--- config.mk ---
export PLATFORM = sky130hd
export DESIGN_NAME = csf_flag_bank
export DESIGN_NICKNAME = d
export VERILOG_FILES = /design/src/hw/csf_pkg.sv /design/src/hw/csf_tick_gen.sv /design/src/hw/csf_out_gate.sv /design/src/hw/csf_flag_bank.sv
export SDC_FILE = /design/constraint.sdc
export NUM_CORES = 1
export LEC_CHECK = 0
export BUFFER_PORTS_ARGS = -buffer_cell sky130_fd_sc_hd__buf_2
export CORE_ASPECT_RATIO = 0.8
export CORE_MARGIN = 10
export CORE_UTILIZATION = 50
export CTS_BUF_LIST = sky130_fd_sc_hd__clkbuf_4 sky130_fd_sc_hd__clkbuf_8
export CTS_CLUSTER_SIZE = 8
export DETAILED_ROUTE_END_ITERATION = 7
export PLACE_DENSITY = 0.78
export SLEW_MARGIN = 20
export SYNTH_ARGS = -nofsm -noshare
export SYNTH_HDL_FRONTEND = slang
export SYNTH_SLANG_ARGS = --single-unit
--- constraint.sdc ---
create_clock -name ref_clk_in -period 3.8 [get_ports ref_clk_in]
set_input_delay 0 -clock ref_clk_in [delete_from_list [all_inputs] [get_ports ref_clk_in]]
set_output_delay 0 -clock ref_clk_in [all_outputs]
set_load 0.01 [all_outputs]
--- src/hw/csf_pkg.sv ---
package csf_pkg;

	// =====================================================================
	// register map (byte addresses, one aligned 32-bit word each)
	// =====================================================================
	localparam int ADDR_W = 8;
	localparam logic [7:0] OFF_CTRL = 8'h00;
	localparam logic [7:0] OFF_STATUS = 8'h04;
	localparam logic [7:0] OFF_INT_STATUS = 8'h08;
	localparam logic [7:0] OFF_INT_MASK = 8'h0C;
	localparam logic [7:0] OFF_OUT_IMAGE = 8'h10;
	localparam logic [7:0] OFF_OUT_LATCH_SET = 8'h14;
	localparam logic [7:0] OFF_OUT_STATE = 8'h18;

	// =====================================================================
	// field positions
	// =====================================================================
	localparam int CTRL_RUN_BIT = 0;
	localparam int CTRL_TICK_HOLD_BIT = 1;
	localparam int CTRL_ALL_OFF_BIT = 2;

	localparam int STAT_CARRY_BIT = 0;
	localparam int STAT_FAULT_BIT = 1;
	localparam int STAT_NODE1_BIT = 2;
	localparam int STAT_NODE2_BIT = 3;
	localparam int STAT_RUNNING_BIT = 4;
	localparam int STAT_TICK_BIT = 5;

	localparam int INT_W = 4;
	localparam int INT_FAULT_BIT = 0;
	localparam int INT_NODE1_BIT = 1;
	localparam int INT_NODE2_BIT = 2;
	localparam int INT_STOP_BIT = 3;

	localparam int N_OUT = 8;

	// =====================================================================
	// reset values
	// =====================================================================
	localparam logic [INT_W-1:0] INT_MASK_RST = 4'h0;
	localparam logic [N_OUT-1:0] OUT_IMAGE_RST = 8'h00;
	localparam logic [31:0] RDATA_RST = 32'h00000000;

	// =====================================================================
	// timing
	// =====================================================================
	localparam int CLK_MHZ = 200;
	localparam int TICK_HALF_MS = 500;
	localparam int TICK_HALF_CYCLES = TICK_HALF_MS * 1000 * CLK_MHZ;
	localparam int TICK_CNT_W = 32;

	// =====================================================================
	// run state
	// =====================================================================
	typedef enum logic [2:0] {
		ST_RESTORE = 3'b001,
		ST_STOPPED = 3'b010,
		ST_RUNNING = 3'b100
	} csf_run_state_t;

endpackage

--- src/hw/csf_tick_gen.sv ---
`timescale 1ns/1ps
module csf_tick_gen import csf_pkg::*; #(
	parameter int HALF_CYCLES = TICK_HALF_CYCLES
) (
	input wire logic ref_clk_in,
	input wire logic rst_n_in,
	input wire logic hold_in,
	output logic tick_out
);

	logic [TICK_CNT_W-1:0] cnt;
	logic [TICK_CNT_W-1:0] next_cnt;
	logic next_tick;

	// =====================================================================
	// half-period counter; hold restarts the period from zero
	// =====================================================================
	always_comb begin
		next_cnt = cnt;
		next_tick = tick_out;
		if (hold_in) begin
			next_cnt = '0;
			next_tick = 1'b0;
		end else if (cnt == TICK_CNT_W'(HALF_CYCLES - 1)) begin
			next_cnt = '0;
			next_tick = ~tick_out;
		end else begin
			next_cnt = cnt + TICK_CNT_W'(1);
		end
	end

	always_ff @(posedge ref_clk_in or negedge rst_n_in) begin
		if (!rst_n_in) begin
			cnt <= '0;
			tick_out <= 1'b0;
		end else begin
			cnt <= next_cnt;
			tick_out <= next_tick;
		end
	end

endmodule // csf_tick_gen

--- src/hw/csf_out_gate.sv ---
`timescale 1ns/1ps
module csf_out_gate import csf_pkg::*; (
	input wire logic ref_clk_in,
	input wire logic rst_n_in,
	input wire logic running_in,
	input wire logic all_off_in,
	input wire logic [N_OUT-1:0] image_in,
	input wire logic [N_OUT-1:0] latch_set_in,
	output logic [N_OUT-1:0] out_state_out
);

	// =====================================================================
	// per-output self-latch and final gating
	// =====================================================================
	genvar i;
	generate
		for (i = 0; i < N_OUT; i++) begin : g_out
			logic latch;
			logic next_latch;
			logic next_out;
			always_comb begin
				next_latch = latch;
				if (!running_in || all_off_in) begin
					// a dropped latch needs a fresh set once the force is lifted
					next_latch = 1'b0;
				end else if (latch_set_in[i]) begin
					next_latch = 1'b1;
				end
				next_out = running_in && !all_off_in && (image_in[i] || next_latch);
			end
			always_ff @(posedge ref_clk_in or negedge rst_n_in) begin
				if (!rst_n_in) begin
					latch <= 1'b0;
					out_state_out[i] <= 1'b0;
				end else begin
					latch <= next_latch;
					out_state_out[i] <= next_out;
				end
			end
		end
	endgenerate

endmodule // csf_out_gate

--- src/hw/csf_flag_bank.sv ---
`timescale 1ns/1ps
// Operation
// - Setting the run control flag starts program execution and clearing it stops execution.
// - An active stop input or reset input keeps execution stopped whatever the run flag says.
// - The run control flag is restored from retained storage when power returns.
// - With corrupted retained data the run flag takes the configured backup-error selection.
// - While the tick hold flag is set the one-second tick flag is forced to zero.
// - Setting the all-outputs-off flag drives every output off.
// - Self-latched outputs drop when outputs are forced off and stay off after the force ends.
// - The carry/borrow flag is set by an addition carry or a subtraction borrow.
// - Shift and rotate operations put the bit moved out into the carry/borrow flag.
// - The program fault flag is set when an execution error occurs in the program.
// - Remote nodes 1 and 2 each have their own link fault flag set on a failed link.
module csf_flag_bank import csf_pkg::*; #(
	parameter int TICK_HALF = TICK_HALF_CYCLES
) (
	input wire logic ref_clk_in,
	input wire logic rst_n_in,
	input wire logic psel_in,
	input wire logic penable_in,
	input wire logic pwrite_in,
	input wire logic [ADDR_W-1:0] paddr_in,
	input wire logic [31:0] pwdata_in,
	output logic [31:0] prdata_out,
	output logic pready_out,
	output logic pslverr_out,
	output logic irq_out,
	input wire logic stop_in,
	input wire logic reset_in,
	input wire logic retained_run_in,
	input wire logic backup_valid_in,
	input wire logic backup_err_run_sel_in,
	output logic retained_run_out,
	input wire logic add_valid_in,
	input wire logic carry_indication_in,
	input wire logic sub_valid_in,
	input wire logic borrow_indication_in,
	input wire logic shift_valid_in,
	input wire logic shift_out_bit_in,
	input wire logic exec_error_in,
	input wire logic node1_link_fail_in,
	input wire logic node2_link_fail_in,
	output logic run_active_out,
	output logic one_second_tick_flag_out,
	output logic [N_OUT-1:0] outputs_out
);

	// =====================================================================
	// declarations
	// =====================================================================
	csf_run_state_t state;
	csf_run_state_t next_state;
	logic run_control_flag;
	logic next_run_control_flag;
	logic next_run_active;
	logic tick_hold_flag;
	logic next_tick_hold_flag;
	logic all_outputs_off_flag;
	logic next_all_outputs_off_flag;
	logic carry_borrow_flag;
	logic next_carry_borrow_flag;
	logic program_fault_flag;
	logic next_program_fault_flag;
	logic remote_node1_link_fault;
	logic next_remote_node1_link_fault;
	logic remote_node2_link_fault;
	logic next_remote_node2_link_fault;
	logic [INT_W-1:0] int_status;
	logic [INT_W-1:0] next_int_status;
	logic [INT_W-1:0] int_mask;
	logic [INT_W-1:0] next_int_mask;
	logic [INT_W-1:0] int_event;
	logic [INT_W-1:0] int_clear;
	logic next_irq;
	logic [N_OUT-1:0] out_image;
	logic [N_OUT-1:0] next_out_image;
	logic [N_OUT-1:0] latch_set;
	logic [N_OUT-1:0] next_latch_set;
	logic [31:0] next_prdata;
	logic next_pready;
	logic next_pslverr;
	logic access;
	logic done;
	logic mapped;
	logic wr_ctrl;
	logic running;
	logic hold_run;
	logic tick_flag;
	logic [N_OUT-1:0] out_state;

	// =====================================================================
	// apb decode
	// =====================================================================
	assign access = psel_in && penable_in;
	assign done = access && pready_out;
	assign running = (state == ST_RUNNING);
	assign hold_run = !stop_in && !reset_in;
	assign wr_ctrl = done && pwrite_in && (paddr_in == OFF_CTRL);

	always_comb begin
		unique case (paddr_in)
			OFF_CTRL, OFF_STATUS, OFF_INT_STATUS, OFF_INT_MASK,
			OFF_OUT_IMAGE, OFF_OUT_LATCH_SET, OFF_OUT_STATE: mapped = 1'b1;
			default: mapped = 1'b0;
		endcase
	end

	// =====================================================================
	// apb answer: one wait state, read data taken in that wait state
	// =====================================================================
	always_comb begin
		next_pready = access && !pready_out;
		next_pslverr = 1'b0;
		next_prdata = RDATA_RST;
		if (access && !pready_out) begin
			next_pslverr = !mapped;
			if (!pwrite_in) begin
				// reserved bits and unmapped words read as zero
				unique case (paddr_in)
					OFF_CTRL: begin
						next_prdata[CTRL_RUN_BIT] = run_control_flag;
						next_prdata[CTRL_TICK_HOLD_BIT] = tick_hold_flag;
						next_prdata[CTRL_ALL_OFF_BIT] = all_outputs_off_flag;
					end
					OFF_STATUS: begin
						next_prdata[STAT_CARRY_BIT] = carry_borrow_flag;
						next_prdata[STAT_FAULT_BIT] = program_fault_flag;
						next_prdata[STAT_NODE1_BIT] = remote_node1_link_fault;
						next_prdata[STAT_NODE2_BIT] = remote_node2_link_fault;
						next_prdata[STAT_RUNNING_BIT] = running;
						next_prdata[STAT_TICK_BIT] = tick_flag;
					end
					OFF_INT_STATUS: next_prdata[INT_W-1:0] = int_status;
					OFF_INT_MASK: next_prdata[INT_W-1:0] = int_mask;
					OFF_OUT_IMAGE: next_prdata[N_OUT-1:0] = out_image;
					OFF_OUT_STATE: next_prdata[N_OUT-1:0] = out_state;
					default: next_prdata = RDATA_RST;
				endcase
			end
		end
	end

	always_ff @(posedge ref_clk_in or negedge rst_n_in) begin
		if (!rst_n_in) begin
			pready_out <= 1'b0;
			pslverr_out <= 1'b0;
			prdata_out <= RDATA_RST;
		end else begin
			pready_out <= next_pready;
			pslverr_out <= next_pslverr;
			prdata_out <= next_prdata;
		end
	end

	// =====================================================================
	// run control
	// =====================================================================
	always_comb begin
		next_state = state;
		next_run_control_flag = run_control_flag;
		unique case (state)
			ST_RESTORE: begin
				// reset can only load a constant, so the retained level is taken here
				if (backup_valid_in) begin
					next_run_control_flag = retained_run_in;
				end else begin
					next_run_control_flag = backup_err_run_sel_in;
				end
				next_state = ST_STOPPED;
			end
			ST_STOPPED: begin
				if (run_control_flag && hold_run) begin
					next_state = ST_RUNNING;
				end
			end
			ST_RUNNING: begin
				if (!run_control_flag || !hold_run) begin
					next_state = ST_STOPPED;
				end
			end
			default: next_state = ST_STOPPED;
		endcase
		if (state != ST_RESTORE && wr_ctrl) begin
			next_run_control_flag = pwdata_in[CTRL_RUN_BIT];
		end
		next_run_active = (next_state == ST_RUNNING);
	end

	always_ff @(posedge ref_clk_in or negedge rst_n_in) begin
		if (!rst_n_in) begin
			state <= ST_RESTORE;
			run_control_flag <= 1'b0;
			run_active_out <= 1'b0;
		end else begin
			state <= next_state;
			run_control_flag <= next_run_control_flag;
			run_active_out <= next_run_active;
		end
	end

	// =====================================================================
	// special flags
	// =====================================================================
	always_comb begin
		next_tick_hold_flag = tick_hold_flag;
		next_all_outputs_off_flag = all_outputs_off_flag;
		next_carry_borrow_flag = carry_borrow_flag;
		next_program_fault_flag = program_fault_flag;
		if (wr_ctrl) begin
			next_tick_hold_flag = pwdata_in[CTRL_TICK_HOLD_BIT];
			next_all_outputs_off_flag = pwdata_in[CTRL_ALL_OFF_BIT];
		end
		if (add_valid_in) begin
			next_carry_borrow_flag = carry_indication_in;
		end else if (sub_valid_in) begin
			next_carry_borrow_flag = borrow_indication_in;
		end else if (shift_valid_in) begin
			next_carry_borrow_flag = shift_out_bit_in;
		end
		if (exec_error_in) begin
			next_program_fault_flag = 1'b1;
		end
		if (!running) begin
			next_tick_hold_flag = 1'b0;
			next_all_outputs_off_flag = 1'b0;
			next_carry_borrow_flag = 1'b0;
			next_program_fault_flag = 1'b0;
		end
		// link faults follow the links whether or not the program runs
		next_remote_node1_link_fault = node1_link_fail_in;
		next_remote_node2_link_fault = node2_link_fail_in;
	end

	always_ff @(posedge ref_clk_in or negedge rst_n_in) begin
		if (!rst_n_in) begin
			tick_hold_flag <= 1'b0;
			all_outputs_off_flag <= 1'b0;
			carry_borrow_flag <= 1'b0;
			program_fault_flag <= 1'b0;
			remote_node1_link_fault <= 1'b0;
			remote_node2_link_fault <= 1'b0;
		end else begin
			tick_hold_flag <= next_tick_hold_flag;
			all_outputs_off_flag <= next_all_outputs_off_flag;
			carry_borrow_flag <= next_carry_borrow_flag;
			program_fault_flag <= next_program_fault_flag;
			remote_node1_link_fault <= next_remote_node1_link_fault;
			remote_node2_link_fault <= next_remote_node2_link_fault;
		end
	end

	// =====================================================================
	// interrupts: sticky, cleared by reading, set wins over clear
	// =====================================================================
	always_comb begin
		int_event = '0;
		int_event[INT_FAULT_BIT] = next_program_fault_flag && !program_fault_flag;
		int_event[INT_NODE1_BIT] = next_remote_node1_link_fault && !remote_node1_link_fault;
		int_event[INT_NODE2_BIT] = next_remote_node2_link_fault && !remote_node2_link_fault;
		int_event[INT_STOP_BIT] = running && (next_state == ST_STOPPED);
		// only the bits the reader saw are cleared, so nothing slips past
		int_clear = '0;
		if (done && !pwrite_in && paddr_in == OFF_INT_STATUS) begin
			int_clear = prdata_out[INT_W-1:0];
		end
		next_int_status = (int_status & ~int_clear) | int_event;
		next_int_mask = int_mask;
		if (done && pwrite_in && paddr_in == OFF_INT_MASK) begin
			next_int_mask = pwdata_in[INT_W-1:0];
		end
		next_irq = |(next_int_status & next_int_mask);
	end

	always_ff @(posedge ref_clk_in or negedge rst_n_in) begin
		if (!rst_n_in) begin
			int_status <= '0;
			int_mask <= INT_MASK_RST;
			irq_out <= 1'b0;
		end else begin
			int_status <= next_int_status;
			int_mask <= next_int_mask;
			irq_out <= next_irq;
		end
	end

	// =====================================================================
	// output image and latch set strobes
	// =====================================================================
	always_comb begin
		next_out_image = out_image;
		next_latch_set = '0;
		if (done && pwrite_in && paddr_in == OFF_OUT_IMAGE) begin
			next_out_image = pwdata_in[N_OUT-1:0];
		end
		if (done && pwrite_in && paddr_in == OFF_OUT_LATCH_SET) begin
			next_latch_set = pwdata_in[N_OUT-1:0];
		end
	end

	always_ff @(posedge ref_clk_in or negedge rst_n_in) begin
		if (!rst_n_in) begin
			out_image <= OUT_IMAGE_RST;
			latch_set <= '0;
		end else begin
			out_image <= next_out_image;
			latch_set <= next_latch_set;
		end
	end

	// =====================================================================
	// submodules
	// =====================================================================
	csf_tick_gen #(
		.HALF_CYCLES(TICK_HALF)
	) u_tick (
		.ref_clk_in(ref_clk_in),
		.rst_n_in(rst_n_in),
		.hold_in(tick_hold_flag),
		.tick_out(tick_flag)
	);

	csf_out_gate u_out (
		.ref_clk_in(ref_clk_in),
		.rst_n_in(rst_n_in),
		.running_in(running),
		.all_off_in(all_outputs_off_flag),
		.image_in(out_image),
		.latch_set_in(latch_set),
		.out_state_out(out_state)
	);

	assign retained_run_out = run_control_flag;
	assign one_second_tick_flag_out = tick_flag;
	assign outputs_out = out_state;

endmodule // csf_flag_bank

* Word level (Yosys, flattened, before mapping) *
Cells that the tools add are included.

storage, ports and cells
  bits of input ports = 59
  logic and storage cells = 156
  ROM bits = 0
  bits in writable memories = 0
  memories = 0
  bits in registers = 119
  output and inout bits = 46
  latch bits = 0

cells by class
  order comparisons = 0
  shift-type cells = 0
  bitwise operators = 5
  multipliers = 0
  mux-type cells = 47
  reduce and logical (&&, ||, !) cells = 53
  add/subtract/negate cells = 1
  div/mod/pow operators = 0
  equal/unequal tests = 15

operators by type and width
  cell                     number
  $mux W32                 2
  $mux W1                  33
  $add A32 B1 Y32 const B  1
  $eq A32 B27 Y1 const B   1
  $logic_and A1 B1 Y1      26
  $eq A8 B5 Y1 const B     3
  $mux W8                  3
  $pmux W3 S6              1
  $eq A8 B4 Y1 const B     2
  $logic_not A1 Y1         12
  $logic_or A1 B1 Y1       10
  $and A4 B4 Y4            2
  $eq A8 B3 Y1 const B     1
  $logic_not A8 Y1         1
  $mux W4                  2
  $reduce_or A7 Y1         1
  $eq A3 B2 Y1 const B     2
  $eq A3 B3 Y1 const B     2
  $mux W3                  2
  $pmux W2 S3              1
  $pmux W3 S2              1
  $pmux W1 S5              1
  $ne A4 B4 Y1 const B     1
  $not A4 Y4               1
  8 further kinds          9

* Longest topological paths before layout *
Gate-level depths: netlist of the first run.

  depth after elaboration = 11
  mapped depth = 7
  depth with buffers taken out = 6

* Hierarchy *
A second synthesis of the first run with hierarchy kept.

second synthesis, totals
  cells, all modules = 430
  area total of the unflattened synthesis = 4548.1 µm²

by module, submodules not included
  module         times used  area an instance (µm²)  cells each  seq. area each (µm²)
  csf_flag_bank  1           2210.9                  190         1152.4
  csf_tick_gen   1           1761.7                  189         825.8
  csf_out_gate   1           575.6                   51          400.4

* Least setup slack after synthesis of the first run *
Ideal clock, no wire load.

  kind = flip-flop to flip-flop
  from = register u_tick.cnt[0]
  to = register u_tick.cnt[22]
  clock period less this slack = 1.833 ns
  setup time = 0.121 ns
  path buffers = 2
  path slack = 1.967 ns
  arrival time = 1.712 ns
  data required time = 3.679 ns
  stages on the path, launching flop included = 8
  cells stage by stage = dfrtp_1 -> ha_1 -> nand4_1 -> nor4_1 -> or2_2 -> clkbuf_1 -> buf_2 -> nor2_1

between the ends
  cells in the longest elaborated chain, start to end = 3
  elaborated cells between the ends (all ways) = 4
  classes of those cells = 1 x add/sub; 1 x eq/ne; 2 x mux

RTL lines
  item                                               RTL line                                RTL
  start: declaration                                 csf_tick_gen.sv:11                      logic [TICK_CNT_W-1:0] cnt;
  start signal: assignment                           csf_tick_gen.sv:37                      cnt <= next_cnt;
  $add A32 B1 Y32 or $eq A32 B27 Y1 (tied branches)  csf_tick_gen.sv:28, csf_tick_gen.sv:24
  $mux W32 (*)                                       csf_tick_gen.sv:24                      end else if (cnt == TICK_CNT_W'(HALF_CYCLES - 1)) begin
  $mux W32 (*)                                       csf_tick_gen.sv:21                      if (hold_in) begin
  via u_tick.next_cnt[22]                            csf_tick_gen.sv:12                      logic [TICK_CNT_W-1:0] next_cnt;

The timed path passes the listed nets; every way through them passes the cells marked *.
A chain may end at the register's enable or synchronous reset.

* Worst setup path in the final report of the first run *
  from = register u_tick.cnt[0]
  to = register u_tick.cnt[26]

Same word-level chain as after synthesis.

==> summary.md, run 1 <==
| Metric | Value |
|---|---|
| Layout cell share with drive strength beyond 1 | 0.2046 |
| Largest net degree at the start of global routing | 51 |
| Worst r2r path cells | 5 |
| Hold Crit Depth | 4 |
| Post-CTS Resized | 0 |
| CTS tree | done |
| Post-route minimum period | ~2300 ps |
| Vias in the first global route | 3294 |
| Clk buf depth | 2 |
| Cells after Synth | just under 400 |
| DR WL/cell | 16.86 microns |
| Max VDD drop | just over 0.2 mV |
| Total power | around 1.8 mW |
| Die area | 12800 sq um |
| GR Overflow Total | 0 |
| Core box area | around 8400 sq um |
| Worst-path fanout max | 31 |
| Clock root buffer | clkbuf_8 |
| Post-CTS setup buffers | 0 |
| I/O pins | roughly 110 |
| Tightest Pin Transition | a little under 1000 ps |
| Startpoint Class | flop |
| Worst Hold Class | in2reg |
| Worst rel slew slack | 0.3429 |
| Initial core utilization | 0.5126 |
| Power Density | 359.7 nW/um^2 |
| Reg2Reg Setup Slack | 1520 ps |
| H-Tree Depth | 3 |
| Post-Syn Area per Cell | 11.07 sq um |
| Max Cap Viol | 0 |
| Fin. Hold Viols | 0 |
| Final setup vio count | 0 |
| Fmax | between 400 and 500 MHz |
| FP Rows | 30 |
| Via count | approximately 3200 |
| Final Max Tran Viols | 0 |
| Synth Warn # | 0 |
| Critical path data required time | between 4000 and 5000 ps |
| CP Class | reg2reg |
| Chip height | 103.2 microns |
| Clock Pin Slew Worst Setup and Hold Paths | around 100 ps |
| P_leak | 2.469 nW |
| Post-Synthesis Cell Area | 4329 sq um |
| Routability cong. | 0.7879 |
| Post-detail-place hpwl | 6.955 mm |
| Global-route wire length before repair | approximately 16 mm |
| RSZ-0062 raised after global routing | no |
| DRT antenna net count | 0 |
| IO Port Bufs | 56 |
| Ys flop type | dfrtp_1 |
| Fin crit share | 0.6012 |
| DRT iter0 DRCs | 217 |
| CTS buffer count | 9 |
| Setup tns final | 0 ps |
| Sequential-to-total area share from yosys stat | 0.5494 |
| Ant diodes | 0 |
| Status | complete, no violations |
| Ys async rst share | 1.000 |
| EDFF count, synth | 0 |
| CP Capture Type | flop |
| Synth cell types | 46 |
| Clock sink total | between 90 and 100 |
| Initial antenna violation count | 0 |
| Worst-Skew Late Latency | 360 ps |
| CP Data Arrival Time | 2510 ps |
| DRT Pass-1 Iters | 4 |
| Die Span X | 124.0 microns |
| Via/cell ratio | roughly 5.4 |
| Final Net Count | ~530 |
| Drt drc | 0 |
| Total routed wirelength | 9.878 mm |
| GR Util All Layers | 0.1598 |
| Clk_skew | around 11 ps |
| Number of synthesized register bits | 95 |
| Area delta synth->final | 16.71% |
-- where the power goes --
part | switching (mW) | leakage [nW] | internal [mW] | total (mW)
Combinational | 0.0588 | 1.08 | 0.0371 | 0.0960
Clock | 0.385 | 0.104 | 0.319 | 0.704
Sequential | 0.00263 | 1.28 | 1.01 | 1.02
Total | 0.446 | 2.47 | 1.37 | 1.82
-- metal layers --
metal,share of wire,track usage,up-vias
li1,-,-,1474
met1,0.43,0.2028,1566
met2,0.47,0.2574,110
met3,0.085,0.04883,10
met4,0.0094,0.05035,0
met5,0,0,-
-- path summary, 6_finish.rpt --
path                                       from                    to
max in group asynchronous              rst_n_in         u_tick.cnt[8]
setup reg to reg                  u_tick.cnt[0]        u_tick.cnt[26]
hold reg to reg            u_out.g_out[2].latch  u_out.g_out[2].latch
setup / recovery                  u_tick.cnt[0]        u_tick.cnt[26]
hold / removal                          stop_in         int_status[3]
min in group asynchronous              rst_n_in          out_image[7]
-- registers in the layout, indices dropped and copies added (netlist names) --
name / count
remote_node2_link_fault: 1
state: 3
int_status: 4
run_active_out: 1
prdata_out: 8
retained_run_out: 1
u_out.g_out.latch: 8
irq_out: 1
int_mask: 4
remote_node1_link_fault: 1
tick_hold_flag: 1
pslverr_out: 1
u_tick.cnt: 32
u_out.out_state_out: 8
pready_out: 1
out_image: 8
latch_set: 8
u_tick.tick_out: 1
carry_borrow_flag: 1
all_outputs_off_flag: 1
program_fault_flag: 1
-- placed cells by master, fill, tap and decap left out, types with 3 or more instances in the layout --
cell	netlist	routed
a21oi_1	4	4
nor4_1	3	3
and4_1	5	5
nand3_1	17	17
dfrtp_1	94	94
conb_1	1	25
nor3_1	4	4
clkbuf_8	0	9
nand4_1	15	15
mux2i_1	14	14
nand2_1	19	19
xor2_1	24	24
nor3b_1	3	3
buf_2	4	55
a221oi_1	4	4
xnor2_1	7	7
o22ai_1	4	4
o31a_1	8	8
dlygate4sd3_1	0	20
and2_1	10	10
o21ai_0	5	5
a22oi_1	3	3
nand2b_1	4	4
o21a_1	8	8
inv_1	9	9
nor2_1	51	50
and3_1	6	6
buf_4	25	4
mux2_2	12	12
-- synthesized netlist by cell type, drive strengths merged, types with 8 or more instances --
| cell type | number | area share |
|---|---|---|
| o21a | 8 | 0.014 |
| buf | 31 | 0.050 |
| nand3 | 17 | 0.020 |
| dfrtp | 94 | 0.54 |
| inv | 9 | 0.0078 |
| and2 | 10 | 0.014 |
| nand2 | 19 | 0.016 |
| o31a | 8 | 0.016 |
| xor2 | 24 | 0.049 |
| nor2 | 51 | 0.044 |
| nand4 | 15 | 0.022 |
| mux2 | 12 | 0.031 |
| mux2i | 14 | 0.032 |
-- layout make-up --
type | instances | area, sq um
clock buffer | 9 | 123.9
clock inverter | 7 | 86.33
fill | 693 | 3393
inverter | 9 | 33.78
multi-input combinational | 275 | 1784
sequential | 95 | 2379
tap | 112 | 140.1
timing repair buffer | 79 | 505.5
-- kinds of logic (layout without fill, tap and decap cells) --
logic type | count (synthesis) | count (layout) | synth area share
and+or+nand+nor | 150 | 150 | 0.1879
DFF | 95 | 95 | 0.5494
buffers and inverters | 45 | 104 | 0.06185
AOI/OAI and AO/OA | 42 | 42 | 0.07081
xor gates and xnor gates | 31 | 31 | 0.06272
muxes | 26 | 26 | 0.06358
adders and majority gates | 1 | 1 | 0.002890
other | 1 | 25 | 0.0008662
-- critical path, stage by stage, from the launching register on --
cell and delay, ps:
dfrtp_1 440, ha_1 280, nand4_1 250, nor4_1 470, or2_2 590, nor2_1 130
-- what timing repair did --
item	4_1_cts	5_1_grt
setup endpoints to repair	0	0
hold buffers	20	0
endpoints found under the hold margin	84	0
-- through the flow --
step / std cells / setup slack, ps / util / cell area [sq um] / hold slack [ps]
after detailed placement: 550 / 1505 / 0.5483 / 4631 / 49.88
final: 586 / 1515 / 0.5982 / 5052 / 72.62
after global placement: 550 / 1567 / 0.5483 / 4631 / 39.49
after global routing: 586 / 1340 / 0.5982 / 5052 / 62.00
after floorplan: 415 / 1967 / - / 4419 / -295.6
after CTS: 586 / 1465 / 0.5969 / 5041 / 44.99
Power figures use the tool's default switching activity.
==> run 2, diff against run 1 <==
--- a/config.mk
+++ b/config.mk
@@ -5,6 +5,7 @@
 export SDC_FILE = /design/constraint.sdc
 export NUM_CORES = 1
 export LEC_CHECK = 0
+export ABC_AREA = 1
 export BUFFER_PORTS_ARGS = -buffer_cell sky130_fd_sc_hd__buf_2
 export CORE_ASPECT_RATIO = 0.8
 export CORE_MARGIN = 10
@@ -12,7 +13,7 @@
 export CTS_BUF_LIST = sky130_fd_sc_hd__clkbuf_4 sky130_fd_sc_hd__clkbuf_8
 export CTS_CLUSTER_SIZE = 8
 export DETAILED_ROUTE_END_ITERATION = 7
-export PLACE_DENSITY = 0.78
+export PLACE_DENSITY = 0.8
 export SLEW_MARGIN = 20
 export SYNTH_ARGS = -nofsm -noshare
 export SYNTH_HDL_FRONTEND = slang
==> constraint.sdc (replaced) <==
create_clock -name ref_clk_in -period 1.9 [get_ports ref_clk_in]
set_input_delay 0 -clock ref_clk_in [delete_from_list [all_inputs] [get_ports ref_clk_in]]
set_output_delay 0 -clock ref_clk_in [all_outputs]
set_load 0.01 [all_outputs]
==> run 2 against run 1 <==
Total power increased by 96%. Flip-flop and latch count unchanged. Clock skew down 1.6 ps. Largest power group unchanged. Largest cell class unchanged.
==> summary.md, run 2 <==
| Metric | Value |
|---|---|
| Synth Area in Compound Gates | 0.03540 (-0.03541) |
| Worst Hold Class | in2reg |
| Cell taking the most area after synthesis | dfrtp_1 |
| Post-Syn Area per Cell | 8.193 sq um (-26%) |
| Die Span X | 128.8 microns (+3.8%) |
| Via/cell ratio | 5.011 (-7.1%) |
| Post-route minimum period | 1751 ps (-533.8 ps) |
| Worst-Skew Late Latency | 360 ps (about the same) |
| CP Data Arrival Time | 2050 ps (-460 ps) |
| Final Net Count | 726 (+37%) |
| Sequential-to-total area share from yosys stat | 0.5022 (-0.04718) |
| CTS buffer count | 9 (unchanged) |
| Final Max Tran Viols | 0 (unchanged) |
| Largest reg by FF count | u_tick.cnt |
| Top-count cell post-synth | nand2_1 |
| CP peak stage delay | 570 ps (-20 ps) |
| Hold Crit Depth | 5 (+1) |
| Max Cap Viol | 0 (unchanged) |
| CTS tree | done |
| Comb power frac | 0.069 (+0.016) |
| Post-synth top cells | 117 x nand2_1, 112 x nor2_1, 94 x dfrtp_1 |
| Clock sink total | 95 (unchanged) |
| Combinational family with the most area after synthesis | simple AND/OR/NAND/NOR gates |
| Adder-Cell Fraction of Synth Area | 0.002642 (-0.0002482) |
| Clock root buffer | clkbuf_8 |
| GR Util All Layers | 0.1718 (+0.01198) |
| Fin crit share | 0.9215 (+0.3203) |
| Drt drc | 0 (unchanged) |
| Synth Area in Simple Gates | 0.3096 (+0.1218) |
| Vias in the first global route | 3956 (+20%) |
| Cells after Synth | 578 (+48%) |
| Initial antenna violation count | 0 (unchanged) |
| Critical path data required time | 2200 ps (-1830 ps) |
| DR WL/cell | 14.48 microns (-14%) |
| DRT Pass-1 Iters | 5 (+1) |
| Ys flop type | dfrtp_1 |
| Startpoint Class | flop |
| DRT iter0 DRCs | 289 (+33%) |
| Synth Warn # | 0 (unchanged) |
| FP Rows | 31 (+3.3%) |
| Via count | 3939 (+25%) |
| Top cell type's share of synthesized area | 0.4967 (-0.04666) |
| Synth cell types | 35 (-24%) |
| Global-route wire length before repair | 19.15 mm (+20%) |
| Pint | 2.637 mW (+92%) |
| Status | complete, no violations |
| Power Density | 651.2 nW/um^2 (+81%) |
| Most frequent cells in the layout | 117 x nand2_1, 112 x nor2_1, 94 x dfrtp_1, 66 x inv_1, 55 x buf_2 |
| Area of the multi-input gates | 1952 sq um (+9.4%) |
| Clock Pin Slew Worst Setup and Hold Paths | 90 ps (about the same) |
| Initial core utilization | 0.5174 (+0.004767) |
| Chip height | 107.0 microns (+3.7%) |
| P_leak | 2.696 nW (+9.2%) |
| RR Startpoint | state[1] |
| IO Port Bufs | 56 (unchanged) |
| Sequential Power Share | 0.580 (+0.020) |
| Fmax | 571.2 MHz (+30%) |
| Synth top area cells | dfrtp_1 50%, nand2_1 9.3%, nor2_1 8.9%, inv_1 5.2%, nand3_1 4.4% |
| RSZ-0062 raised after global routing | no |
| Reg2Reg Setup Slack | 150 ps (-1370 ps) |
| CP Capture Type | flop |
| Total routed wirelength | 11.38 mm (+15%) |
| Tightest Pin Transition | 502.2 ps (-475.3 ps) |
| Commonest non-fill, non-tap cell in the layout | nand2_1 |
| Clk buf depth | 2 (unchanged) |
| CP delay by family, top | buffers and inverters |
| Worst-path fanout max | 7 (-77%) |
| H-Tree Depth | 3 (unchanged) |
| Max reg flops | 32 (unchanged) |
| Post-detail-place hpwl | 8.541 mm (+23%) |
| CP Class | reg2reg |
| FF-to-FF End | carry_borrow_flag |
| Core box area | 9154 sq um (+8.4%) |
| Worst setup endpoint | carry_borrow_flag |
| Area occupied by registers | 2379 sq um (unchanged) |
| Post-Synth XOR/XNOR Area | 0.04254 (-0.02018) |
| M3 GR Usage | 0.04185 (-0.006982) |
| CP Cell Sequence | nor3_4 > inv_1 > a221oi_1 > dlygate4sd3_1 |
| Setup tns final | 0 ps (unchanged) |
| Worst r2r path cells | 4 (-1) |
| M1 GR Usage | 0.2217 (+0.01893) |
| Routability cong. | 0.9009 (+14%) |
| Clk_skew | 9.435 ps (-1.586 ps) |
| Filler cell count | 817 (+18%) |
| DRT antenna net count | 0 (unchanged) |
| Buffers & Inverters on Critical Path | 2 (+2) |
| Switch share | 0.2592 (+0.01369) |
| Largest net degree at the start of global routing | 38 (-25%) |
| Post-Synthesis Cell Area | 4736 sq um (+9.4%) |
| Area delta synth->final | 15.43% |
| CP startpoint | state[1] |
| EDFF count, synth | 0 (unchanged) |
| Number of synthesized register bits | 95 (unchanged) |
| Fin. Hold Viols | 0 (unchanged) |
| Worst rel slew slack | 0.6624 (+0.3195) |
| Layout cell share with drive strength beyond 1 | 0.1610 (-0.04369) |
| WP depth | 4 (-1) |
| Post-CTS setup buffers | 0 (unchanged) |
| Mux cell area share after synthesis | 0.002114 (-0.06147) |
| Slowest-stage cell, CP | dlygate4sd3_1 |
| Max VDD drop | 0.3445 mV (+71%) |
| Met2 GRT Util | 0.2790 (+0.02162) |
| Clock power frac | 0.350 (-0.037) |
| I/O pins | 105 (unchanged) |
| Ys async rst share | 1.000 (unchanged) |
| Ant diodes | 0 (unchanged) |
| GR Overflow Total | 0 (unchanged) |
| Util after Layout | 0.5972 (-0.001038) |
| Psw | 0.9228 mW (+110%) |
| Final setup vio count | 0 (unchanged) |
| GRT busiest layer | met2 |
| Die area | 13790 sq um (+7.7%) |
-- run 2: changes by cell type after synthesis, moves of 7 or more --
cell     before  now
and2_1       10    0
inv_1         9   66
mux2_2       12    0
mux2i_1      14    1
nand2_1      19  117
nand3_1      17   42
nand4_1      15    8
nor2_1       51  112
nor2_2        0   10
nor3_1        4   19
o21a_1        8    0
o21ai_0       5   18
o31a_1        8    0
-- run 2: how the worst min path moves through the flow --
stage	from	endpoint	slack (ps)
after global routing	paddr_in[5]	prdata_out[6]	130
after global placement	rst_n_in	u_tick.cnt[18]	5
after floorplan	rst_n_in	all_outputs_off_flag	-300
after detailed placement	rst_n_in	u_tick.cnt[17]	9
after CTS	paddr_in[2]	int_mask[2]	100
final	paddr_in[5]	prdata_out[6]	120
-- run 2: tightest hold or removal path, cell delays in order --
cell,delay (ps)
buf_2,100
nor2_2,40
buf_4,170
nand3_1,80
a21oi_1,60
-- run 2: area by class of cell --
type | count | area share
tap | 115 | 0.02632
clock buffer | 9 | 0.02266
timing repair buffer | 83 | 0.1007
multi-input combinational | 407 | 0.3571
clock inverter | 7 | 0.01007
inverter | 70 | 0.04807
sequential | 95 | 0.4351
-- run 2: cell families after synthesis --
family,Yosys count
adders and majority gates,1
buffers and inverters,100
muxes,1
xor gates and xnor gates,23
and+or+nand+nor,326
DFF,95
AOI/OAI and AO/OA,31
other,1
-- run 2: power groups by stage --
| stage | logic (mW) | clock network [mW] | registers [mW] |
|---|---|---|---|
| after floorplan | 0.117 | 0 | 2.11 |
| after global placement | 0.204 | 0 | 2.10 |
| after detailed placement | 0.211 | 0 | 2.10 |
| after CTS | 0.246 | 1.27 | 2.07 |
| after global routing | 0.280 | 1.36 | 2.07 |
| final | 0.247 | 1.25 | 2.07 |
-- run 2: timing repair --
action                                 4_1_cts  5_1_grt
hold buffers                                21        0
gates resized for setup                      0        0
endpoints found under the hold margin       70        0
-- run 2: stage by stage --
step	hold WS, ps	worst slack, ps	power (mW)	cell area, sq um	instances
detailed placement	8.847	192.7	2.316	5077	749
CTS	104.9	147.1	3.585	5466	786
finish	120.4	149.2	3.560	5466	786
global route	126.0	17.88	3.706	5466	786
floorplan	-295.6	373.6	2.227	4826	602
global placement	4.883	240.2	2.309	5077	749
-- run 2: layer usage --
layer  vias to the layer above  share of wire  wire length, microns
met3                        21          0.080                   907
li1                       1935              -                     -
met5                         -              0                     0
met2                       144           0.46                  5257
met4                         0          0.018                   200
met1                      1839           0.44                  5016
